File: src/pkg/chain_adc_pkg.sv
package chain_adc_pkg;
  // ----------------------------------------------------------------
  // Word and chain geometry
  // ----------------------------------------------------------------
  localparam int RESULT_BITS = 16;
  localparam int TAG_EDGE = 17;
  localparam logic [15:0] RESULT_RESET = 16'h0000;

  // ----------------------------------------------------------------
  // Timing
  // ----------------------------------------------------------------
  localparam int CLK_PERIOD_NS = 8;
  localparam int RECOVERY_US = 1000;
  localparam int RECOVERY_CYCLES = (RECOVERY_US * 1000) / CLK_PERIOD_NS;
  localparam int SHIFT_DIV_HALF = 4;
  localparam int GUARD_CYCLES = 2;

  // ----------------------------------------------------------------
  // Host sequencer states
  // ----------------------------------------------------------------
  typedef enum logic [2:0] {
    ST_IDLE = 3'b000,
    ST_CONVERT = 3'b001,
    ST_WAIT_DONE = 3'b010,
    ST_SHIFT = 3'b011,
    ST_FINISH = 3'b100
  } host_state_type;
endpackage : chain_adc_pkg

File: src/pkg/chain_adc_if.sv
`timescale 1ns/10ps
interface chain_adc_if;
  logic shift_clock;
  logic serial_result_out;
  logic chain_in;
  logic analog_sleep;
  logic reference_sleep;
  logic convert_n;
  logic busy;
  logic clock_source_select;

  modport converter (
    input shift_clock, chain_in, analog_sleep, reference_sleep, convert_n,
    input clock_source_select,
    output serial_result_out, busy
  );
  modport controller (
    output shift_clock, analog_sleep, reference_sleep, convert_n, clock_source_select,
    output chain_in,
    input serial_result_out, busy
  );
endinterface : chain_adc_if

File: src/rtl/sync_two_ff.sv
`timescale 1ns/10ps
module sync_two_ff #(
  parameter int WIDTH = 1
) (
  // Clock and reset
  input wire logic i_clk,
  input wire logic i_resetn,
  // Data
  input wire logic [WIDTH-1:0] i_async,
  output logic [WIDTH-1:0] o_sync
);
  logic [WIDTH-1:0] meta_reg;

  // Two-stage synchroniser; first stage feeds only the second
  always_ff @(posedge i_clk or negedge i_resetn) begin
    if (!i_resetn) begin
      meta_reg <= '0;
      o_sync <= '0;
    end else begin
      meta_reg <= i_async;
      o_sync <= meta_reg;
    end
  end
endmodule : sync_two_ff

File: src/rtl/chain_adc_host.sv
`timescale 1ns/10ps
module chain_adc_host #(
  parameter int CHAIN_LEN = 2,
  parameter int RECOVERY = chain_adc_pkg::RECOVERY_CYCLES
) (
  // Clock and reset
  input wire logic i_clk,
  input wire logic i_resetn,
  // User command side
  input wire logic i_start,
  input wire logic i_sleep,
  input wire logic i_ext_reference,
  // Results
  output logic [15:0] o_word,
  output logic o_word_valid,
  output logic o_ready,
  // Link
  chain_adc_if.controller link
);
  initial begin
    if (CHAIN_LEN < 1 || CHAIN_LEN > 64) $error("chain_adc_host: bad CHAIN_LEN");
  end

  chain_adc_pkg::host_state_type state_reg;
  logic [1:0] busy_sync;
  logic [11:0] bit_cnt_reg;
  logic [3:0] div_reg;
  logic sclk_reg;
  logic [15:0] rx_reg;
  logic [31:0] rec_cnt_reg;
  logic conv_n_reg;
  logic [3:0] guard_reg;
  logic busy_s;

  sync_two_ff #(.WIDTH(1)) u_busy_sync (
    .i_clk(i_clk),
    .i_resetn(i_resetn),
    .i_async(link.busy),
    .o_sync(busy_sync[0])
  );
  assign busy_sync[1] = 1'b0;
  assign busy_s = busy_sync[0];

  // Pins idle low, convert strobe released high; external clock only
  // see RL6 see RL17 see RL18
  assign link.clock_source_select = 1'b1;
  assign link.shift_clock = sclk_reg;
  assign link.convert_n = conv_n_reg;
  assign link.analog_sleep = i_sleep;
  assign link.reference_sleep = i_sleep || i_ext_reference;
  assign link.chain_in = 1'b0; // Host end of chain idle

  // Recovery wait after leaving sleep  see RL16
  always_ff @(posedge i_clk or negedge i_resetn) begin
    if (!i_resetn) begin
      rec_cnt_reg <= 32'h0000_0000;
    end else if (i_sleep) begin
      rec_cnt_reg <= 32'(RECOVERY);
    end else if (rec_cnt_reg != 32'h0000_0000) begin
      rec_cnt_reg <= rec_cnt_reg - 32'h0000_0001;
    end
  end

  // Sequencer: convert, wait for busy release, then clock the chain
  // Clock stays still during conversion  see RL8 see RL21
  // Two sync edges let the converters take the new result, then 16*N data
  // clocks; the next start is allowed only after that  see RL9 see RL22
  always_ff @(posedge i_clk or negedge i_resetn) begin
    if (!i_resetn) begin
      state_reg <= chain_adc_pkg::ST_IDLE;
      conv_n_reg <= 1'b1;
      sclk_reg <= 1'b0;
      div_reg <= 4'h0;
      bit_cnt_reg <= 12'h000;
      rx_reg <= 16'h0000;
      o_word <= 16'h0000;
      o_word_valid <= 1'b0;
      o_ready <= 1'b0;
      guard_reg <= 4'h0;
    end else begin
      o_word_valid <= 1'b0;
      o_ready <= (state_reg == chain_adc_pkg::ST_IDLE) && !i_sleep &&
                 (rec_cnt_reg == 32'h0000_0000);
      case (state_reg)
        chain_adc_pkg::ST_IDLE: begin
          if (i_start && o_ready) begin
            conv_n_reg <= 1'b0;
            guard_reg <= 4'(chain_adc_pkg::SHIFT_DIV_HALF);
            state_reg <= chain_adc_pkg::ST_CONVERT;
          end
        end
        chain_adc_pkg::ST_CONVERT: begin
          guard_reg <= guard_reg - 4'h1;
          if (!busy_s) begin
            conv_n_reg <= 1'b1;
            state_reg <= chain_adc_pkg::ST_WAIT_DONE;
          end
        end
        chain_adc_pkg::ST_WAIT_DONE: begin
          if (busy_s) begin
            bit_cnt_reg <= 12'(16 * CHAIN_LEN + 2);
            div_reg <= 4'h0;
            state_reg <= chain_adc_pkg::ST_SHIFT;
          end
        end
        chain_adc_pkg::ST_SHIFT: begin
          div_reg <= div_reg + 4'h1;
          if (div_reg == 4'(chain_adc_pkg::SHIFT_DIV_HALF - 1)) begin
            div_reg <= 4'h0;
            sclk_reg <= ~sclk_reg;
            if (sclk_reg) begin
              // Falling edge: sample bit presented since the rising edge
              bit_cnt_reg <= bit_cnt_reg - 12'h001;
              if (bit_cnt_reg == 12'h001) begin
                state_reg <= chain_adc_pkg::ST_FINISH;
              end
            end
          end
        end
        chain_adc_pkg::ST_FINISH: begin
          state_reg <= chain_adc_pkg::ST_IDLE;
        end
        default: state_reg <= chain_adc_pkg::ST_IDLE;
      endcase
      // Receive from last converter, nearest word first  see RL4
      if (state_reg == chain_adc_pkg::ST_SHIFT && sclk_reg &&
          div_reg == 4'(chain_adc_pkg::SHIFT_DIV_HALF - 1) &&
          bit_cnt_reg <= 12'(16 * CHAIN_LEN)) begin
        rx_reg <= {rx_reg[14:0], link.serial_result_out};
        if (bit_cnt_reg[3:0] == 4'h1) begin
          o_word <= {rx_reg[14:0], link.serial_result_out};
          o_word_valid <= 1'b1;
        end
      end
    end
  end
endmodule : chain_adc_host

File: src/flat_wrapper.sv
// flat-port wrapper written by rule: the top's interface ports become plain ports
module chain_adc_host_flat 
#(
  parameter int CHAIN_LEN = 2,
  parameter int RECOVERY = chain_adc_pkg::RECOVERY_CYCLES
)
  (i_clk, i_resetn, i_start, i_sleep, i_ext_reference, o_word, o_word_valid, o_ready, link_shift_clock, link_analog_sleep, link_reference_sleep, link_convert_n, link_clock_source_select, link_chain_in, link_serial_result_out, link_busy);
  chain_adc_if link_i ();
  input wire logic i_clk;
  input wire logic i_resetn;
  input wire logic i_start;
  input wire logic i_sleep;
  input wire logic i_ext_reference;
  output logic [15:0] o_word;
  output logic o_word_valid;
  output logic o_ready;
  output wire logic [$bits(link_i.shift_clock)-1:0] link_shift_clock;
  output wire logic [$bits(link_i.analog_sleep)-1:0] link_analog_sleep;
  output wire logic [$bits(link_i.reference_sleep)-1:0] link_reference_sleep;
  output wire logic [$bits(link_i.convert_n)-1:0] link_convert_n;
  output wire logic [$bits(link_i.clock_source_select)-1:0] link_clock_source_select;
  output wire logic [$bits(link_i.chain_in)-1:0] link_chain_in;
  input wire logic [$bits(link_i.serial_result_out)-1:0] link_serial_result_out;
  input wire logic [$bits(link_i.busy)-1:0] link_busy;
  assign link_shift_clock = link_i.shift_clock;
  assign link_analog_sleep = link_i.analog_sleep;
  assign link_reference_sleep = link_i.reference_sleep;
  assign link_convert_n = link_i.convert_n;
  assign link_clock_source_select = link_i.clock_source_select;
  assign link_chain_in = link_i.chain_in;
  assign link_i.serial_result_out = link_serial_result_out;
  assign link_i.busy = link_busy;
  chain_adc_host #(.CHAIN_LEN(CHAIN_LEN), .RECOVERY(RECOVERY)) u_core (.i_clk(i_clk), .i_resetn(i_resetn), .i_start(i_start), .i_sleep(i_sleep), .i_ext_reference(i_ext_reference), .o_word(o_word), .o_word_valid(o_word_valid), .o_ready(o_ready), .link(link_i));
endmodule
File: config.mk
export PLATFORM = sky130hd
export DESIGN_NAME = chain_adc_host_flat
export DESIGN_NICKNAME = d
export VERILOG_FILES = /design/src/pkg/chain_adc_pkg.sv /design/src/pkg/chain_adc_if.sv /design/src/rtl/sync_two_ff.sv /design/src/rtl/chain_adc_host.sv /design/src/flat_wrapper.sv
export SDC_FILE = /design/constraint.sdc
export NUM_CORES = 1
export LEC_CHECK = 0
export BUFFER_PORTS_ARGS = -buffer_cell sky130_fd_sc_hd__buf_2
export CAP_MARGIN = 40
export CORE_ASPECT_RATIO = 1.4
export CORE_MARGIN = 2
export CORE_UTILIZATION = 31
export DETAILED_ROUTE_END_ITERATION = 8
export PLACE_DENSITY_LB_ADDON = 0.05
export SYNTH_ARGS = -nofsm -noshare
export SYNTH_HDL_FRONTEND = slang
export SYNTH_SLANG_ARGS = --single-unit
File: constraint.sdc
create_clock -name i_clk -period 2.7 [get_ports i_clk]
set_clock_uncertainty 0.15 [all_clocks]
set_input_delay 0 -clock i_clk [delete_from_list [all_inputs] [get_ports i_clk]]
set_output_delay 0 -clock i_clk [all_outputs]
set_load 0.02 [all_outputs]
# --- Word-level counts from Yosys, hierarchy flattened ---
# Cells that the tools add are included.
totals:
  regBits: 88
  in_bits: 7
classes:
  n_addsub: 3
  magnitude_cmp: 1
  eq_ne: 12
  mux: 21
  n_bitwise: 1
  n_reduce_logical: 20
op_table:
  columns: ["cell", "count"]
  rows:
  - ["$mux 32", 2]
  - ["$mux 12", 3]
  - ["$logic_not 32->1", 1]
  - ["$reduce_bool 32->1", 1]
  - ["$sub 32x1->32 const B", 1]
  - ["$pmux 12 s2", 1]
  - ["$mux 3", 6]
  - ["$eq 12x1->1 const B", 1]
  - ["$le 12x6->1 const B", 1]
  - ["$pmux 3 s4", 1]
  - ["$sub 12x1->12 const B", 1]
  - ["$mux 4", 2]
  - ["$pmux 4 s2", 1]
  - ["$eq 3x2->1 const B", 2]
  - ["$logic_and 1x1->1", 6]
  - ["$ne 2x1->1 const B", 3]
  - ["$ne 2x2->1 const B", 3]
  - ["$reduce_and 2->1", 3]
  - ["$reduce_and 6->1", 1]
  - ["$reduce_bool 2->1", 3]
  - ["$add 4x1->4 const B", 1]
  - ["$eq 4x1->1 const B", 1]
  - ["$eq 4x2->1 const B", 1]
  - ["$mux 1", 4]
  - ["other kinds (8)", 8]

# --- Longest topological paths before layout ---
# Gate-level depths: netlist of run 1.
depth:
  word_depth: 5
  ltp_mapped: 9

# --- Modules after synthesis ---
# From an unflattened synthesis of run 1, not the netlist that was laid out.
hier_totals:
  cells_unflattened: 384
  area_unflattened_um2: 4252.8
by_module_without_submodules:
  columns: ["mod", "instances", "cells_each", "area_per_inst_um2", "seq_area_each_um2"]
  rows:
  - ["chain_adc_host", 1, 382, 4202.8, 2153.3]
  - ["sync_two_ff", 1, 2, 50.0, 50.0]

# --- Worst setup path after synthesis of run 1 ---
# OpenSTA, ideal clock, no wires.
synth_path:
  path_kind: "reg2reg"
  startpoint: "reg u_core.rec_cnt_reg[26]"
  endpoint: "reg u_core.rec_cnt_reg[13]"
  setup_time_ns: 0.131
  arrival_ns: 2.266
  t_required_ns: 2.419
  path_slack_ns: 0.153
  path_stages_with_launch: 7
  path_buffers: 1
  period_less_slack_ns: 2.547
  cell_sequence: "dfrtp_1 or4_4 or4_4 buf_6 nor4_4 nor4_1 or3_1"
synth_via:
  elab_chain_len: 2
synth_rtl:
  columns: ["item", "line", "rtl"]
  rows:
  - ["from (decl)", "chain_adc_host.sv:30", "logic [31:0] rec_cnt_reg;"]
  - ["from (signal assigned)", "chain_adc_host.sv:58", "rec_cnt_reg <= 32'(RECOVERY);"]
  - ["from (signal assigned)", "chain_adc_host.sv:60", "rec_cnt_reg <= rec_cnt_reg - 32'h0000_0001;"]
  - ["$reduce_bool 32->1", "chain_adc_host.sv:59", "end else if (rec_cnt_reg != 32'h0000_0000) begin"]
  - ["$reduce_bool 2->1 (no source line)", null, null]
# Every way passes these cells.
# A chain may end at the register's enable or synchronous reset.

# --- Final worst setup path of run 1 ---
layout_path:
  startpoint: "reg u_core.rec_cnt_reg[26]"
  endpoint: "reg u_core.rec_cnt_reg[20]"
# The elaborated chain is that of the path after synthesis.

==> summary.txt, run 1 <==
status - finished clean
global-route wire length before repair - 15.3 mm
Period minus WS final - 2.58 ns
HPWL Detailed - 6.20 mm
crit path to - u_core.rec_cnt_reg[20]
number of flops mapped to enable cells by yosys - 0
CTS tree - yes
H-tree depth - 3
layout cells sized above 1 - 29.2%
RSZ-0062 raised after global routing - false
fillers - 1373
max cap viols - 0
die area - 14400 sq um
Starting Density - 31.5%
Core Area - 13300 sq um
P_int - 2130 uW
Slew @ Worst Pin - 0.545 ns
Remaining Overflow, GRT - 0
DRT Pass-1 Iters - 5
pwr/cell area - 546 nW/um^2
relative slew slack - 63.3%
Net count, final - 444
asr flop ratio synth - 100%
R2R Path End - u_core.rec_cnt_reg[20]
CP endpoint kind - flop
Final GP Congestion - 0.707
final core utilization - 38.2%
fin worst setup slack - 0.123 ns
final setup fails - 0
Slew Limit Fails - 0
Yosys top cell area share - 52.1%
die height - 141 um
CTS Buffer Depth - 2
leakage power - 0.00227 uW
register area - 2200 sq um
Crit Path Class - reg -> reg
NetSw - 635 uW
WL/cell - 14.5 um
Warnings, synthesis - 0
R2R Setup Slk - 0.12 ns
dominant synthesized flop cell - dfrtp_1
DRT iter0 DRCs - 68
Die X - 102 um
total number of vias - 3062
syn_area_per_cell - 11.1 sq um
switching part of the total - 23.0%
Root Driver - clkbuf_16
Num CTS Buffers - 9
IO buf count - 28
CP max FO - 7
VDD IR max - 0.000324 V
post-synth top area cell - dfrtp_1
GRT Util Overall - 13.5%
fmax - 388 MHz
largest net degree at the start of global routing - 49
max reg flops - 32
syn_nets - 387
largest cells by area after synthesis - dfrtp_1 (52%), mux2_2 (8.6%), nor2_1 (2.7%), a21oi_1 (2.4%), or3_1 (2.4%)
setup TNS - 0 ns
Synth cell types - 56
period utilisation layout - 95.4%
vias in the first global route - 3095
Reg2Reg Depth - 7
Hold Violations, Final - 0
Area Overhead vs Synth - 21.1%
pre-CTS setup slack - 0.118 ns
Worst EP required - 2.76 ns
hold_ws - 0.0278 ns
CTS clock-pin slew for the worst setup and hold paths - 0.07 ns
Comb power frac - 4.5%
clock net sink count - 88
worst skew pair latency - 0.33 ns
ANT nets after route - 0
multi-input logic area - 1870 sq um
# rows - 50
post-synthesis sequential area ratio - 52.7%
residual DRC count - 0
antenna violations before repair - 0
Mapped Cells - 376
critical path arrival - 2.64 ns
worst r2r src - u_core.rec_cnt_reg[26]
Flop pwr share - 48.7%
DR vias/cell - 4.94
cell area after synthesis - 4180 sq um
CP Launch Point - u_core.rec_cnt_reg[26]
n_diodes - 0
synthesized flop and latch total - 88
min-delay worst type - in -> async
Worst Setup Start Kind - flop
final WL - 9.02 mm
Clock power frac - 46.7%
IO Pins - 31
## through the flow
| stage | instance area (sq um) | power [uW] | cells |
|---|---|---|---|
| 2_1_floorplan | 4180 | 1430 | 376 |
| 3_3_place_gp | 4650 | 1500 | 593 |
| 3_5_place_dp | 4650 | 1500 | 593 |
| 4_1_cts | 5010 | 2840 | 614 |
| 5_1_grt | 5060 | 2910 | 620 |
| 6_report | 5060 | 2770 | 620 |
## cells in the mapped netlist (all sizes together) (2+ instances only)
cell type  instances
a2111oi            3
a21oi             20
a22o               2
a31oi              2
and2               2
and3               4
buf                9
clkbuf             7
conb               2
dfrtp             87
ha                 4
inv                6
mux2              32
nand2             14
nand2b             3
nand3             10
nand3b             4
nand4              6
nand4b             3
nor2              30
nor2b              4
nor3              11
nor4               8
o211ai             4
o21ai             17
o31a               2
o31ai              9
o41ai              5
or2                5
or3               19
or4               16
xnor2              4
xor2              10
## layer usage
| metal | track usage, % | wire, um | vias to the layer above |
|---|---|---|---|
| met5 | 0 | 0 | - |
| met4 | 5.05 | 135 | 0 |
| met3 | 2.81 | 196 | 8 |
| met2 | 23.5 | 4800 | 32 |
| met1 | 16.2 | 3890 | 1517 |
| li1 | - | - | 1505 |
## worst min-delay path by stage
| stage | slack (ns) | startpoint | cells past startpoint | end |
|---|---|---|---|---|
| final | 0.03 | i_resetn | 2 | u_core.div_reg[2] |
| after global routing | 0.09 | i_resetn | 2 | u_core.div_reg[2] |
| after CTS | 0.06 | i_resetn | 2 | u_core.div_reg[2] |
| after detailed placement | -0.12 | i_resetn | 1 | u_core.div_reg[2] |
| after global placement | -0.13 | i_resetn | 1 | u_core.div_reg[2] |
| after floorplan | -0.45 | i_resetn | 0 | u_core.bit_cnt_reg[0] |
## cells in the final DEF, fill, tap and decap left out, drive strengths merged, types with 2 or more instances in the layout
master       count
buf             57
nand3           10
a2111oi          3
o21ai           17
clkinv           3
nand2           14
o31ai            9
nor2b            4
and3             4
or2              5
nand3b           4
inv              8
o211ai           4
and2             2
a21oi           20
dfrtp           87
nand4            6
nand2b           3
dlygate4sd3      5
nand4b           3
o31a             2
conb             2
ha               4
nor4             8
nor3            11
clkbuf          10
mux2            32
o41ai            5
nor2            30
or3             19
a22o             2
a31oi            2
xor2            10
xnor2            4
or4             16
## repair_timing
item	in CTS	in global routing
resized for setup	0	1
setup endpoints to repair	0	3
hold buffers	5	0
buffers inserted	0	6
hold endpoints to repair	96	0
## cells by family after synthesis
family / Yosys count / synth area share [%]
AND/OR/NAND/NOR: 143 / 20.7
flip-flops: 88 / 52.7
AO/OA/AOI/OAI: 70 / 11.0
multiplexers: 32 / 8.62
buffers and inverters: 23 / 2.69
XOR/XNOR: 14 / 2.93
adder cells (fa/ha/maj): 4 / 1.20
other: 2 / 0.180
## cell type report
type                            count  area share [%]
Clock buffer                       10            4.72
Clock inverter                      6            1.48
Inverter                            7           0.519
Multi-Input combinational cell    265            36.9
Sequential cell                    88            43.5
Tap cell                          182            4.50
Timing Repair Buffer               62            8.35
## critical path: stages (launching register included)
cell and delay (ns):
dfrtp_1 0.40, or4_4 0.56, or4_4 0.61, nand4_1 0.27
buf_4 0.17, buf_4 0.11, xor2_1 0.13, nor2_1 0.05
## power groups by stage
stage | sequential [uW] | combinational (uW) | clock, uW
floorplan | 1370 | 63.6 | 0
global placement | 1370 | 123 | 0
detailed placement | 1370 | 124 | 0
CTS | 1350 | 131 | 1360
global route | 1350 | 145 | 1420
finish | 1350 | 126 | 1290
Note: power is estimated with default switching activity, not from simulation.
==> run 2: changes to the inputs <==
--- a/config.mk
+++ b/config.mk
@@ -12,6 +12,7 @@
 export CORE_UTILIZATION = 31
 export DETAILED_ROUTE_END_ITERATION = 8
 export PLACE_DENSITY_LB_ADDON = 0.05
+export REMOVE_ABC_BUFFERS = 1
 export SYNTH_ARGS = -nofsm -noshare
 export SYNTH_HDL_FRONTEND = slang
 export SYNTH_SLANG_ARGS = --single-unit
==> summary.txt, run 2 (same netlist as run 1, synthesis figures left out) <==
status - finished clean
commonest non-fill, non-tap cells in the layout - dfrtp_1 (87), mux2_2 (32), nor2_1 (30), buf_2 (27), buf_4 (22)
RSZ-0062 raised after global routing - false
largest net degree at the start of global routing - 46
Final GP Congestion - 0.734
Remaining Overflow, GRT - 0
IO Pins - 31
min-delay worst type - in -> async
Starting Density - 31.5%
max reg flops - 32
total number of vias - 3010
Worst EP required - 2.79 ns
DRT Pass-1 Iters - 4
Hold Violations, Final - 0
worst skew pair latency - 0.35 ns
Slew @ Worst Pin - 0.625 ns
design area - 5000 sq um
period utilisation layout - 95.5%
antenna violations before repair - 0
commonest non-fill, non-tap cell in the layout - dfrtp_1
CP Cell Sequence - or4_4 > or4_4 > o211ai_1 > buf_4 > nor4_1 > mux2_2
VDD IR max - 0.000236 V
H-tree depth - 3
WL/cell - 14.7 um
leakage power - 0.00224 uW
CP max-delay cell - or4_4
Slew Limit Fails - 0
Net count, final - 437
Crit Path Class - reg -> reg
die height - 141 um
n_diodes - 0
Period minus WS final - 2.58 ns
Most common cell on crit path - or4_4
max cap viols - 0
# rows - 50
CTS tree - yes
pwr/cell area - 558 nW/um^2
fmax - 388 MHz
setup bufs post-CTS - 0
die area - 14400 sq um
final WL - 8.98 mm
residual DRC count - 0
placed cell areas - 4640 sq um
Crit path max-delay family - simple AND/OR/NAND/NOR gates
CP max FO - 12
CTS clock-pin slew for the worst setup and hold paths - 0.07 ns
IO buf count - 28
Root Driver - clkbuf_16
HPWL Detailed - 6.14 mm
setup TNS - 0 ns
global-route wire length before repair - 15.3 mm
critical path arrival - 2.66 ns
relative slew slack - 58.3%
Core Area - 13300 sq um
CP endpoint kind - flop
slowest cell delay on critical path - 0.61 ns
DRT iter0 DRCs - 104
clock net sink count - 88
DR vias/cell - 4.91
GRT Util Overall - 13.5%
CP bufs+invs - 1
vias in the first global route - 3027
final setup fails - 0
layout cells sized above 1 - 27.8%
Num CTS Buffers - 9
ANT nets after route - 0
CTS Buffer Depth - 2
Worst Setup Start Kind - flop
Area Overhead vs Synth - 19.7%
Die X - 102 um
run 2: changes by cell type in the layout (fill, tap and decap cells not counted):
cell,delta
inv_8,-1
clkinv_4,-1
nor2_2,-1
nor2_1,+1
inv_6,+2
buf_4,-7
run 2: final timing paths:
kind                                             start                        end  slack [ns]  cells past startpoint
max                             u_core.rec_cnt_reg[26]     u_core.rec_cnt_reg[29]        0.12                      6
min                                           i_resetn          u_core.div_reg[3]        0.06                      2
max reg2reg                     u_core.rec_cnt_reg[26]     u_core.rec_cnt_reg[29]        0.12                      6
min reg2reg                u_core.u_busy_sync.meta_reg  u_core.u_busy_sync.o_sync        0.20                      0
max in group asynchronous                     i_resetn           u_core.rx_reg[1]        1.69                      3
min in group i_clk                     i_ext_reference       link_reference_sleep        0.15                      3
run 2: layout make-up:
cell class	count	area, sq um
fill	1345	8260
clock inverter	6	72.6
multi-input combinational	265	1870
timing repair buffer	55	370
clock buffer	10	239
sequential	88	2200
tap	182	228
inverter	7	26.3
run 2: routing by layer:
| metal | wire [um] | up-vias | global-route usage, % |
|---|---|---|---|
| met1 | 3980 | 1483 | 16.5 |
| li1 | - | 1481 | - |
| met3 | 209 | 13 | 2.61 |
| met2 | 4610 | 33 | 23.1 |
| met5 | 0 | - | 0 |
| met4 | 178 | 0 | 5.68 |
run 2: repair_timing:
action                                 CTS  global route
gates resized for setup                  0             0
hold buffers                             5             0
endpoints found under the hold margin   60             0
run 2: worst reg2reg max path: stages (launching register included):
cell and delay [ns]:
dfrtp_1 0.39, or4_4 0.56, or4_4 0.61, o211ai_1 0.20
buf_4 0.21, nor4_1 0.08, mux2_2 0.27
run 2: stage by stage:
stage          cells  hold slack, ns  worst slack (ns)  util (%)  power (uW)
5_1_grt          613           0.133            0.0186      37.7        2910
4_1_cts          613          0.0910             0.121      37.7        2840
3_5_place_dp     592         -0.0820             0.126      35.0        1500
6_report         613          0.0563             0.121      37.7        2790
3_3_place_gp     592         -0.0808             0.156      35.0        1500
2_1_floorplan    360          -0.446            0.0243         -        1420
run 2: report_power, final:
group / switching (uW) / internal [uW]
logic: 81.4 / 43.0
registers: 15.5 / 1330
clock network: 566 / 755
total: 663 / 2130
